`src/rtl/eepc_pkg.sv`:
```
package eepc_pkg;

    // Register and nonvolatile locations in the processor address space
    localparam logic [15:0] ADDR_CONTROL     = 16'h0010;
    localparam logic [15:0] ADDR_CONFIG      = 16'h0011;
    localparam logic [15:0] ADDR_DIV_HIGH    = 16'h0012;
    localparam logic [15:0] ADDR_DIV_LOW     = 16'h0013;
    localparam logic [15:0] ADDR_NV_PROT     = 16'h0020;
    localparam logic [15:0] ADDR_NV_DIV_HIGH = 16'h0021;
    localparam logic [15:0] ADDR_NV_DIV_LOW  = 16'h0022;
    localparam logic [15:0] ARRAY_FIRST      = 16'h0800;
    localparam logic [15:0] ARRAY_LAST       = 16'h09FF;
    localparam logic [11:0] SECURE_PAGE      = 12'h08F;
    localparam int          BLOCK_LSB        = 7;

    // array_control fields
    localparam int          CTL_POWER_DOWN   = 6;
    localparam int          CTL_MODE_HI      = 5;
    localparam int          CTL_MODE_LO      = 4;
    localparam int          CTL_LATCH        = 3;
    localparam int          CTL_AUTO         = 2;
    localparam int          CTL_HV           = 0;
    localparam logic [7:0]  CTL_RW_MASK      = 8'hFD;
    localparam logic [7:0]  CTL_RESET        = 8'h00;

    // array_configuration and divider fields
    localparam int          CFG_SECURITY_ARM = 4;
    localparam int          DIVH_SECD        = 7;
    localparam logic [7:0]  DIVH_MASK        = 8'h87;
    localparam int          DIVISOR_W        = 11;

    localparam logic [7:0]  RDATA_IDLE       = 8'h00;
    localparam logic [7:0]  RDATA_OFF        = 8'hFF;

    // Timebase period in microseconds; the divisor itself comes from software
    localparam int          TIMEBASE_US      = 35;

    // Auto-terminate lengths in timebase ticks, each short of its mode's time
    localparam logic [7:0]  TICKS_PGM        = 8'h40;
    localparam logic [7:0]  TICKS_BYTE       = 8'h60;
    localparam logic [7:0]  TICKS_BLOCK      = 8'h80;
    localparam logic [7:0]  TICKS_BULK       = 8'hA0;

    typedef enum logic [1:0] {
        MODE_BYTE_PGM   = 2'b00,
        MODE_BYTE_ERASE = 2'b01,
        MODE_BLOCK      = 2'b10,
        MODE_BULK       = 2'b11
    } eepc_mode_e;

endpackage

```
`src/rtl/eepc_ctrl.sv`:
```
// Our own choices: the register addresses and the plain strobed port.
`timescale 1ns/1ps

// Behaviour
// - Next array write picks erase target
// - Auto timer clears high voltage enable
// - Latch only writes to valid locations
// - Control writes wait for latched write
// - Latest valid write replaces captured values
// - Latched read returns captured data, takes address
// - Refuse high voltage without latch, valid address
// - Latch stays set while high voltage
// - Auto cycle shorter than specified time
// - Power down disables array accesses
// - Mode encoding; protected block suppresses operation
// - High voltage drives pump when allowed
// - Reset loads configuration from nonvolatile copy
// - Security once armed stays armed
// - Four block protect bits guard blocks
// - Security locks range 08F0-08FF, block, bulk
// - Protection byte programmed like array byte
// - Eleven bit divisor sets timebase
// - Reset loads divider from nonvolatile copies
// - Divisor writable only unlatched and unsecured
module eepc_ctrl
    import eepc_pkg::*;
#(
    parameter logic [7:0] PGM_TICKS   = TICKS_PGM,
    parameter logic [7:0] BYTE_TICKS  = TICKS_BYTE,
    parameter logic [7:0] BLOCK_TICKS = TICKS_BLOCK,
    parameter logic [7:0] BULK_TICKS  = TICKS_BULK
) (
    input  wire logic        MCLK,
    input  wire logic        RST_N,
    input  wire logic [15:0] ADDR,
    input  wire logic [7:0]  WDATA,
    input  wire logic        WR,
    input  wire logic        RD,
    output logic      [7:0]  RDATA,
    input  wire logic [7:0]  ARR_RDATA,
    input  wire logic [7:0]  NV_PROTECTION,
    input  wire logic [7:0]  NV_DIV_HIGH,
    input  wire logic [7:0]  NV_DIV_LOW,
    input  wire logic        REF_CLK,
    output logic      [15:0] ARR_ADDR,
    output logic      [7:0]  ARR_DATA,
    output logic      [1:0]  ARR_MODE,
    output logic             ARR_HV,
    output logic             ARR_POWER_DOWN
);

    typedef struct packed {
        logic [7:0]           ctrl;
        logic [7:0]           config_b;
        logic [7:0]           div_high;
        logic [7:0]           div_low;
        logic [15:0]          cap_addr;
        logic [7:0]           cap_data;
        logic                 cap_valid;
        logic [7:0]           rdata;
        logic [2:0]           ref_sync;
        logic [DIVISOR_W-1:0] div_cnt;
        logic                 tick;
        logic [7:0]           auto_cnt;
        logic                 hv_out;
    } eepc_state_s;

    eepc_state_s r;
    eepc_state_s n;

    function automatic logic is_array(input logic [15:0] a);
        is_array = (a >= ARRAY_FIRST) && (a <= ARRAY_LAST);
    endfunction

    function automatic logic is_nvr(input logic [15:0] a);
        is_nvr = (a == ADDR_NV_PROT) || (a == ADDR_NV_DIV_HIGH) || (a == ADDR_NV_DIV_LOW);
    endfunction

    function automatic logic is_target(input logic [15:0] a);
        is_target = is_array(a) || is_nvr(a);
    endfunction

    // Whether the pump may act on the captured location in this mode
    function automatic logic op_allowed(input logic [15:0] a,
                                        input logic [1:0]  mode,
                                        input logic [7:0]  cfg,
                                        input logic [7:0]  divh);
        logic secured;
        logic ok;
        secured = ~cfg[CFG_SECURITY_ARM];
        ok      = 1'b0;
        if (is_array(a)) begin
            ok = 1'b1;
            if (cfg[a[BLOCK_LSB+1:BLOCK_LSB]]) begin
                ok = 1'b0;
            end
            if ((mode == MODE_BULK) && (cfg[3:0] != 4'h0)) begin
                ok = 1'b0;
            end
            // secured range 08F0-08FF and multi-byte erase
            if (secured && ((a[15:4] == SECURE_PAGE) || mode[1])) begin
                ok = 1'b0;
            end
        end else if (a == ADDR_NV_PROT) begin
            // armed security locks its own byte
            ok = ~secured && ~mode[1];
        end else if (is_nvr(a)) begin
            ok = divh[DIVH_SECD] && ~mode[1];
        end
        op_allowed = ok;
    endfunction

    function automatic logic [7:0] mode_ticks(input logic [1:0] mode);
        case (mode)
            MODE_BYTE_PGM:   mode_ticks = PGM_TICKS;
            MODE_BYTE_ERASE: mode_ticks = BYTE_TICKS;
            MODE_BLOCK:      mode_ticks = BLOCK_TICKS;
            MODE_BULK:       mode_ticks = BULK_TICKS;
            default:         mode_ticks = PGM_TICKS;
        endcase
    endfunction

    logic                 wr_ctrl;
    logic                 rd_target;
    logic                 wr_target;
    logic                 latched;
    logic                 hv_now;
    logic                 auto_done;
    logic [DIVISOR_W-1:0] divisor;
    logic [7:0]           ctl_w;

    assign latched   = r.ctrl[CTL_LATCH];
    assign hv_now    = r.ctrl[CTL_HV];
    // power down shuts the array off the bus
    assign rd_target = RD && is_target(ADDR) && !r.ctrl[CTL_POWER_DOWN];
    assign wr_target = WR && is_target(ADDR) && !r.ctrl[CTL_POWER_DOWN];
    assign wr_ctrl   = WR && (ADDR == ADDR_CONTROL);
    assign divisor   = {r.div_high[2:0], r.div_low};
    assign ctl_w     = WDATA & CTL_RW_MASK;
    // counts stay short of the specified time
    assign auto_done = hv_now && r.ctrl[CTL_AUTO] && r.tick &&
                       (r.auto_cnt >= (mode_ticks(r.ctrl[CTL_MODE_HI:CTL_MODE_LO]) - 8'h01));

    always_comb begin
        n       = r;
        n.rdata = RDATA_IDLE;
        n.tick  = 1'b0;

        // First stage feeds only the second
        n.ref_sync = {r.ref_sync[1:0], REF_CLK};
        // divide reference edges by the divisor
        if (r.ref_sync[1] && !r.ref_sync[2]) begin
            if (r.div_cnt >= (divisor - 11'h001)) begin
                n.div_cnt = '0;
                n.tick    = 1'b1;
            end else begin
                n.div_cnt = r.div_cnt + 11'h001;
            end
        end

        if (wr_target && latched) begin
            n.cap_addr  = ADDR;
            n.cap_data  = WDATA;
            n.cap_valid = 1'b1;
        end

        if (wr_ctrl) begin
            // control locked until a write is latched
            if (!latched || r.cap_valid) begin
                n.ctrl = ctl_w;
                // refuse pump without latch or target
                // A write that drops the latch may never start the pump
                if (!(latched && r.cap_valid && ctl_w[CTL_LATCH])) begin
                    n.ctrl[CTL_HV] = 1'b0;
                end
                // clearing both only drops the pump
                if (hv_now && !ctl_w[CTL_LATCH]) begin
                    n.ctrl[CTL_LATCH] = 1'b1;
                    n.ctrl[CTL_HV]    = 1'b0;
                end
            end
        end

        if (auto_done) begin
            n.ctrl[CTL_HV] = 1'b0;
        end
        if (!n.ctrl[CTL_HV]) begin
            n.auto_cnt = 8'h00;
        end else if (r.tick && r.ctrl[CTL_AUTO]) begin
            n.auto_cnt = r.auto_cnt + 8'h01;
        end
        if (!n.ctrl[CTL_LATCH]) begin
            n.cap_valid = 1'b0;
        end

        if (WR && !latched && r.div_high[DIVH_SECD]) begin
            if (ADDR == ADDR_DIV_HIGH) begin
                n.div_high = WDATA & DIVH_MASK;
            end
            if (ADDR == ADDR_DIV_LOW) begin
                n.div_low = WDATA;
            end
        end

        if (RD) begin
            case (ADDR)
                ADDR_CONTROL:  n.rdata = r.ctrl;
                ADDR_CONFIG:   n.rdata = r.config_b;
                ADDR_DIV_HIGH: n.rdata = r.div_high;
                ADDR_DIV_LOW:  n.rdata = r.div_low;
                default:       n.rdata = RDATA_IDLE;
            endcase
            if (is_target(ADDR) && r.ctrl[CTL_POWER_DOWN]) begin
                n.rdata = RDATA_OFF;
            end
        end
        if (rd_target) begin
            if (latched) begin
                n.rdata    = r.cap_data;
                n.cap_addr = ADDR;
            end else begin
                n.rdata = ARR_RDATA;
                // Reading the protection byte refreshes protection until security is armed
                if (ADDR == ADDR_NV_PROT && r.config_b[CFG_SECURITY_ARM]) begin
                    n.config_b = ARR_RDATA;
                end
            end
        end

        // pump only on a permitted latched target
        n.hv_out = n.ctrl[CTL_HV] && n.cap_valid && !n.ctrl[CTL_POWER_DOWN] &&
                   op_allowed(n.cap_addr, n.ctrl[CTL_MODE_HI:CTL_MODE_LO], n.config_b, n.div_high);
    end

    always_ff @(posedge MCLK) begin
        if (!RST_N) begin
            r          <= '0;
            r.ctrl     <= CTL_RESET;
            r.config_b <= NV_PROTECTION;
            r.div_high <= NV_DIV_HIGH & DIVH_MASK;
            r.div_low  <= NV_DIV_LOW;
        end else begin
            r <= n;
        end
    end

    assign RDATA          = r.rdata;
    assign ARR_ADDR       = r.cap_addr;
    assign ARR_DATA       = r.cap_data;
    assign ARR_MODE       = r.ctrl[CTL_MODE_HI:CTL_MODE_LO];
    assign ARR_HV         = r.hv_out;
    assign ARR_POWER_DOWN = r.ctrl[CTL_POWER_DOWN];
endmodule

```
`config.mk`:
```
export PLATFORM = sky130hd
export DESIGN_NAME = eepc_ctrl
export DESIGN_NICKNAME = d
export VERILOG_FILES = /design/src/rtl/eepc_pkg.sv /design/src/rtl/eepc_ctrl.sv
export SDC_FILE = /design/constraint.sdc
export NUM_CORES = 1
export LEC_CHECK = 0
export BUFFER_PORTS_ARGS = -buffer_cell sky130_fd_sc_hd__buf_2
export CAP_MARGIN = 20
export CORE_ASPECT_RATIO = 0.8
export CORE_MARGIN = 5
export CORE_UTILIZATION = 39
export DETAILED_ROUTE_END_ITERATION = 7
export PLACE_DENSITY = 0.66
export SKIP_LAST_GASP = 1
export SLEW_MARGIN = 20
export SYNTH_ARGS = -nofsm -noshare
export SYNTH_HDL_FRONTEND = slang
export SYNTH_SLANG_ARGS = --single-unit
```
`constraint.sdc`:
```
create_clock -name MCLK -period 3.03 [get_ports MCLK]
set_input_delay 0.303 -clock MCLK [delete_from_list [all_inputs] [get_ports MCLK]]
set_output_delay 0.303 -clock MCLK [all_outputs]
set_load 0.02 [all_outputs]
```
=== Word-level counts from Yosys, hierarchy flattened ===
Index checks and enable logic that the tools add are counted.

* Add/sub/neg operators: 4
* Magnitude comparators: 7
* Equal/unequal tests: 21
* Multiplexer cells: 36
* Bitwise logic cells: 2
* Reductions and logical operators: 47

{| class="wikitable"
|+ Operators by type and width
! operator !! number
|-
| 16-bit by 6-bit == test with 1-bit output, second input constant || 6
|-
| 8-bit two-way mux || 11
|-
| 81-bit two-way mux || 1
|-
| 16-bit by 5-bit == test with 1-bit output, second input constant || 4
|-
| 8-bit case mux with 4 select lines || 2
|-
| 16-bit two-way mux || 3
|-
| 16-bit by 12-bit >= comparator with 1-bit output, second input constant || 2
|-
| 16-bit by 12-bit <= comparator with 1-bit output, second input constant || 2
|-
| 1-bit logical AND || 27
|-
| 25-bit two-way mux || 1
|-
| 7-bit two-way mux || 2
|-
| 1-bit two-way mux || 13
|-
| 12-bit by 8-bit == test with 1-bit output, second input constant || 1
|-
| 12-bit two-way mux || 1
|-
| 11-bit by 1-bit adder with 11-bit output, second input constant || 1
|-
| 11-bit >= comparator || 1
|-
| 11-bit two-way mux || 1
|-
| 11-bit by 1-bit subtractor with 11-bit output, second input constant || 1
|-
| 2-bit by 1-bit != test with 1-bit output, second input constant || 5
|-
| 2-bit AND reduction || 5
|-
| 8-bit by 1-bit adder with 8-bit output, second input constant || 1
|-
| 8-bit >= comparator || 1
|-
| 8-bit by 1-bit subtractor with 8-bit output, second input constant || 1
|-
| 1-bit logical OR || 7
|-
| 10 further kinds || 17
|}

* Bits in registers: 84
* Input port bits: 61
* Word-level logic and storage cells: 133

=== Logic depth before layout (Yosys ltp) ===
* Depth in word-level cells: 18
* Depth in mapped cells: 12

=== Worst setup path before layout ===
OpenSTA, ideal clock, no wires.

* Path kind: register -> register
* From: register r (netlist bit divisor[4])
* To: register r[12] in the netlist's numbering
* Library setup time: 0.143 ns
* Arrival time: 2.401 ns
* Path slack: 0.485 ns
* Stages on the path, launching flop included: 11
* Cell sequence: edfxtp_1 nor4_1 nand2_1 nor3_1 xnor2_1 ha_1 a2111o_1 nor3_1 o21a_1 o41ai_2 nor2_1

* Longest elaborated chain between the ends: 3

{| class="wikitable"
|+ Ends and longest elaborated chain
! element !! RTL line !! text
|-
| from (decl) || eepc_ctrl.sv:68 || <nowiki>eepc_state_s r;</nowiki>
|-
| from (signal assigned) || eepc_ctrl.sv:243 || <nowiki>r <= n;</nowiki>
|-
| 11-bit by 1-bit subtractor with 11-bit output || eepc_ctrl.sv:153 || <nowiki>if (r.div_cnt >= (divisor - 11'h001)) begin</nowiki>
|-
| 11-bit >= comparator || eepc_ctrl.sv:153 ||
|-
| 11-bit two-way mux || eepc_ctrl.sv:153 ||
|}

No other way between the ends.
A chain may end at the register's enable or synchronous reset.

=== Worst setup path in the final report ===
* From: register r (netlist bit divisor[5])
* To: register r[9] in the netlist's numbering

* Longest elaborated chain between the ends: 3

{| class="wikitable"
|+ Ends and longest elaborated chain
! element !! RTL line
|-
| 11-bit by 1-bit subtractor with 11-bit output || eepc_ctrl.sv:153
|-
| 11-bit >= comparator || eepc_ctrl.sv:153
|-
| 1-bit two-way mux || eepc_ctrl.sv:153
|}

No other way between the ends.

==> results.json <==
{
  "place_ws_ns": -0.0262,
  "final_cell_mix": "92 x buf_2, 70 x dfxtp_1, 56 x nand2_1",
  "fin_crit_sh_pct": 92.2,
  "setup_violations": 0,
  "dp.cells": 760,
  "die_area_mm2": 0.0148,
  "ant_nets": 0,
  "wl_per_cell_um": 16.9,
  "drt-vias-per-instance": 5.26,
  "synth_flop_cell": "dfxtp_1",
  "synth_edf_count": 14,
  "hp-start": "REF_CLK",
  "required_ns": 3.27,
  "p_total_mw": 2.58,
  "drt-pass1-iter-count": 5,
  "vias": 4083,
  "multiInputGateArea_mm2": 0.00264,
  "clk_path_buf_depth": 2,
  "post-dp-hpwl_um": 10300,
  "drv_slew": 0,
  "cts_root_buf": "clkbuf_16",
  "synthArstFlopShare_pct": 0,
  "rsz0062_at_grt": "no",
  "port_buffers": 92,
  "syn_area_mm2": 0.00486,
  "fmax_mhz": 358,
  "fp.dieW_um": 135,
  "die_h_um": 110,
  "drv_cap": 0,
  "leakagePower_nw": 2.27,
  "p_clk_share_pct": 45.0,
  "hold_class": "input pin to flip-flop",
  "switching_share_pct": 24.4,
  "period_needed_ns": 2.79,
  "cp.arrival_ns": 3.03,
  "holdPathEnd": "n[22]$_SDFF_PN0_",
  "rows": 36,
  "gp_congestion": 0.929,
  "drt_iter0_drc": 430,
  "grt_antenna_before_repair": 0,
  "end_kind": "flip-flop",
  "core_mm2": 0.0122,
  "synth_fp_nets": 619,
  "worst_pin_slew_ns": 0.737,
  "r2r_slack_ns": 0.24,
  "layout.cells.non_filler": 776,
  "grt_overflow_total": 0,
  "cts_hold_buf": 0,
  "finalHoldViolations": 0,
  "numCtsBuffers": 9,
  "status": "completed",
  "whs_path_depth": 2,
  "grt_max_degree": 39,
  "max_slew_margin_pct": 50.6,
  "timing.reg2reg.worst_path_depth": 10,
  "switching_power_mw": 0.629,
  "htree_levels": 3,
  "avgSynthCellArea_um2": 9.04,
  "io_pins": 97,
  "vdd_ir_drop_max_mv": 0.264,
  "final_layout_size_suffix_gt1_share_pct": 23.6,
  "fin_ws_ns": 0.237,
  "clk_pin_slew_worst_paths_ns": 0.06,
  "fin_util_pct": 46.0,
  "wl_um": 13100,
  "cts.sinks": 84,
  "insertedDiodeCount": 0,
  "power_density_mw_per_mm2": 460,
  "gr-usage-all-layers_pct": 17.8,
  "finalNetCount": 681,
  "cts_tree": "done",
  "drc": 0,
  "ys_seq_area_share_pct": 37.4,
  "critPathKind": "flip-flop to flip-flop",
  "layout_commonest_cell": "buf_2",
  "ys_ff_latch": 84,
  "pwr-share-seq_pct": 45.8,
  "rr_startpoint": "divisor[5]$_DFFE_PP_",
  "fill_cells": 1185,
  "fin_skew_ns": 0.00846,
  "ys.warnings.count": 0,
  "grt_pass1_vias": 3997,
  "clk_latency_ns": 0.34,
  "finish.instance_area_mm2": 0.00562,
  "start_util_pct": 39.9,
  "seq_area_mm2": 0.00182,
  "grt_pass1_wl_um": 20800,
  "p_comb_share_pct": 9.1,
  "netlist_instances": 538,
  "ys_types": 65,
  "p_int_mw": 1.95,
  "worst-path-max-fanout": 3,
  "cp-start-kind": "flip-flop",
  "syn2layout_area_growth_pct": 15.5,
  "place_area_mm2": 0.00529,
  "timing.rr.end": "r[9]$_SDFF_PN0_"
}
[flip-flops by register name, summed over array words and instances (netlist names), 2 cells and up]
| register | count |
|---|---|
| divisor | 11 |
| ARR_DATA | 8 |
| ARR_MODE | 2 |
| r | 33 |
| n | 2 |
| ARR_ADDR | 16 |
| RDATA | 8 |
[cells in the mapped netlist, drive strengths merged (5+ instances only)]
| library cell | count | area [um^2] |
|---|---|---|
| a21boi | 9 | 67.6 |
| a21oi | 14 | 70.1 |
| a221oi | 7 | 61.3 |
| and2 | 5 | 31.3 |
| and3 | 11 | 68.8 |
| buf | 40 | 282 |
| clkbuf | 11 | 41.3 |
| dfxtp | 70 | 1400 |
| edfxtp | 14 | 420 |
| ha | 20 | 250 |
| inv | 27 | 101 |
| mux2 | 8 | 93.8 |
| mux2i | 26 | 260 |
| nand2 | 56 | 210 |
| nand2b | 6 | 37.5 |
| nand3 | 21 | 105 |
| nand4 | 8 | 50.1 |
| nor2 | 41 | 169 |
| nor2b | 20 | 125 |
| nor3 | 11 | 82.6 |
| nor4 | 8 | 71.3 |
| o21ai | 18 | 93.8 |
| o22ai | 11 | 68.8 |
| or3 | 7 | 43.8 |
| xnor2 | 12 | 105 |
| xor2 | 15 | 131 |
[worst max-delay path by stage]
stage,end,cells after the start,startpoint
global route,r[19]$_SDFFE_PN0P_,10,divisor[5]$_DFFE_PP_
detailed placement,r[13]$_SDFFE_PN0P_,10,divisor[5]$_DFFE_PP_
CTS,r[11]$_SDFFE_PN0P_,10,divisor[5]$_DFFE_PP_
finish,r[9]$_SDFF_PN0_,10,divisor[5]$_DFFE_PP_
global placement,r[12]$_SDFFE_PN0P_,10,divisor[5]$_DFFE_PP_
floorplan,r[12]$_SDFFE_PN0P_,10,divisor[4]$_DFFE_PP_
[worst max-delay path: stages (launching register included)]
cell and delay, ns:
edfxtp_1 0.44, nor4_2 0.38, nand2_1 0.16, nor3_1 0.23, xnor2_1 0.16, ha_1 0.27, a2111o_1 0.39, nor3_1 0.14
o21a_1 0.21, nor3_1 0.10, and3_1 0.20
[per-layer routing]
metal | vias to the layer above | wire (um) | GRT usage, %
li1 | 1997 | - | -
met1 | 1918 | 6340 | 25.3
met2 | 149 | 5700 | 27.4
met3 | 19 | 949 | 4.25
met4 | 0 | 134 | 4.00
met5 | - | 0 | 0
[area by class of cell]
type                    instances  share of cell area, %
clock buffers                  11                   4.52
inverters                      27                   1.80
multi-input cells             376                   46.9
repair buffers                102                   9.53
flip-flops and latches         84                   32.4
clock inverters                 5                   1.02
well taps                     171                   3.81
[power groups by stage]
stage | clock [mW] | combinational [mW] | sequential [mW]
finish | 1.16 | 0.236 | 1.18
global route | 1.23 | 0.261 | 1.19
CTS | 1.18 | 0.235 | 1.18
detailed placement | 0 | 0.231 | 1.21
global placement | 0 | 0.226 | 1.21
floorplan | 0 | 0.136 | 1.20
[cell families after synthesis]
kind of cell / synth area share [%]
DFF: 37.4
and+or+nand+nor: 22.3
AOI/OAI and AO/OA: 12.8
xor gates and xnor gates: 4.86
muxes: 8.67
adders and majority gates: 5.14
buffers and inverters: 8.72
[what timing repair did]
item	4_1_cts	5_1_grt
gates resized for setup	1	2
endpoints found under the setup margin	8	12
hold endpoints to repair	0	0
setup buffers	0	0
pin swaps	0	0
cloned	0	0
[stage by stage]
stage	hold WS, ns	TNS (ns)
final	0.166	0
after CTS	0.162	0
after floorplan	0.412	0
after global placement	0.415	0
after global routing	0.176	0
after detailed placement	0.431	-0.0818
Power figures use the tool's default switching activity.
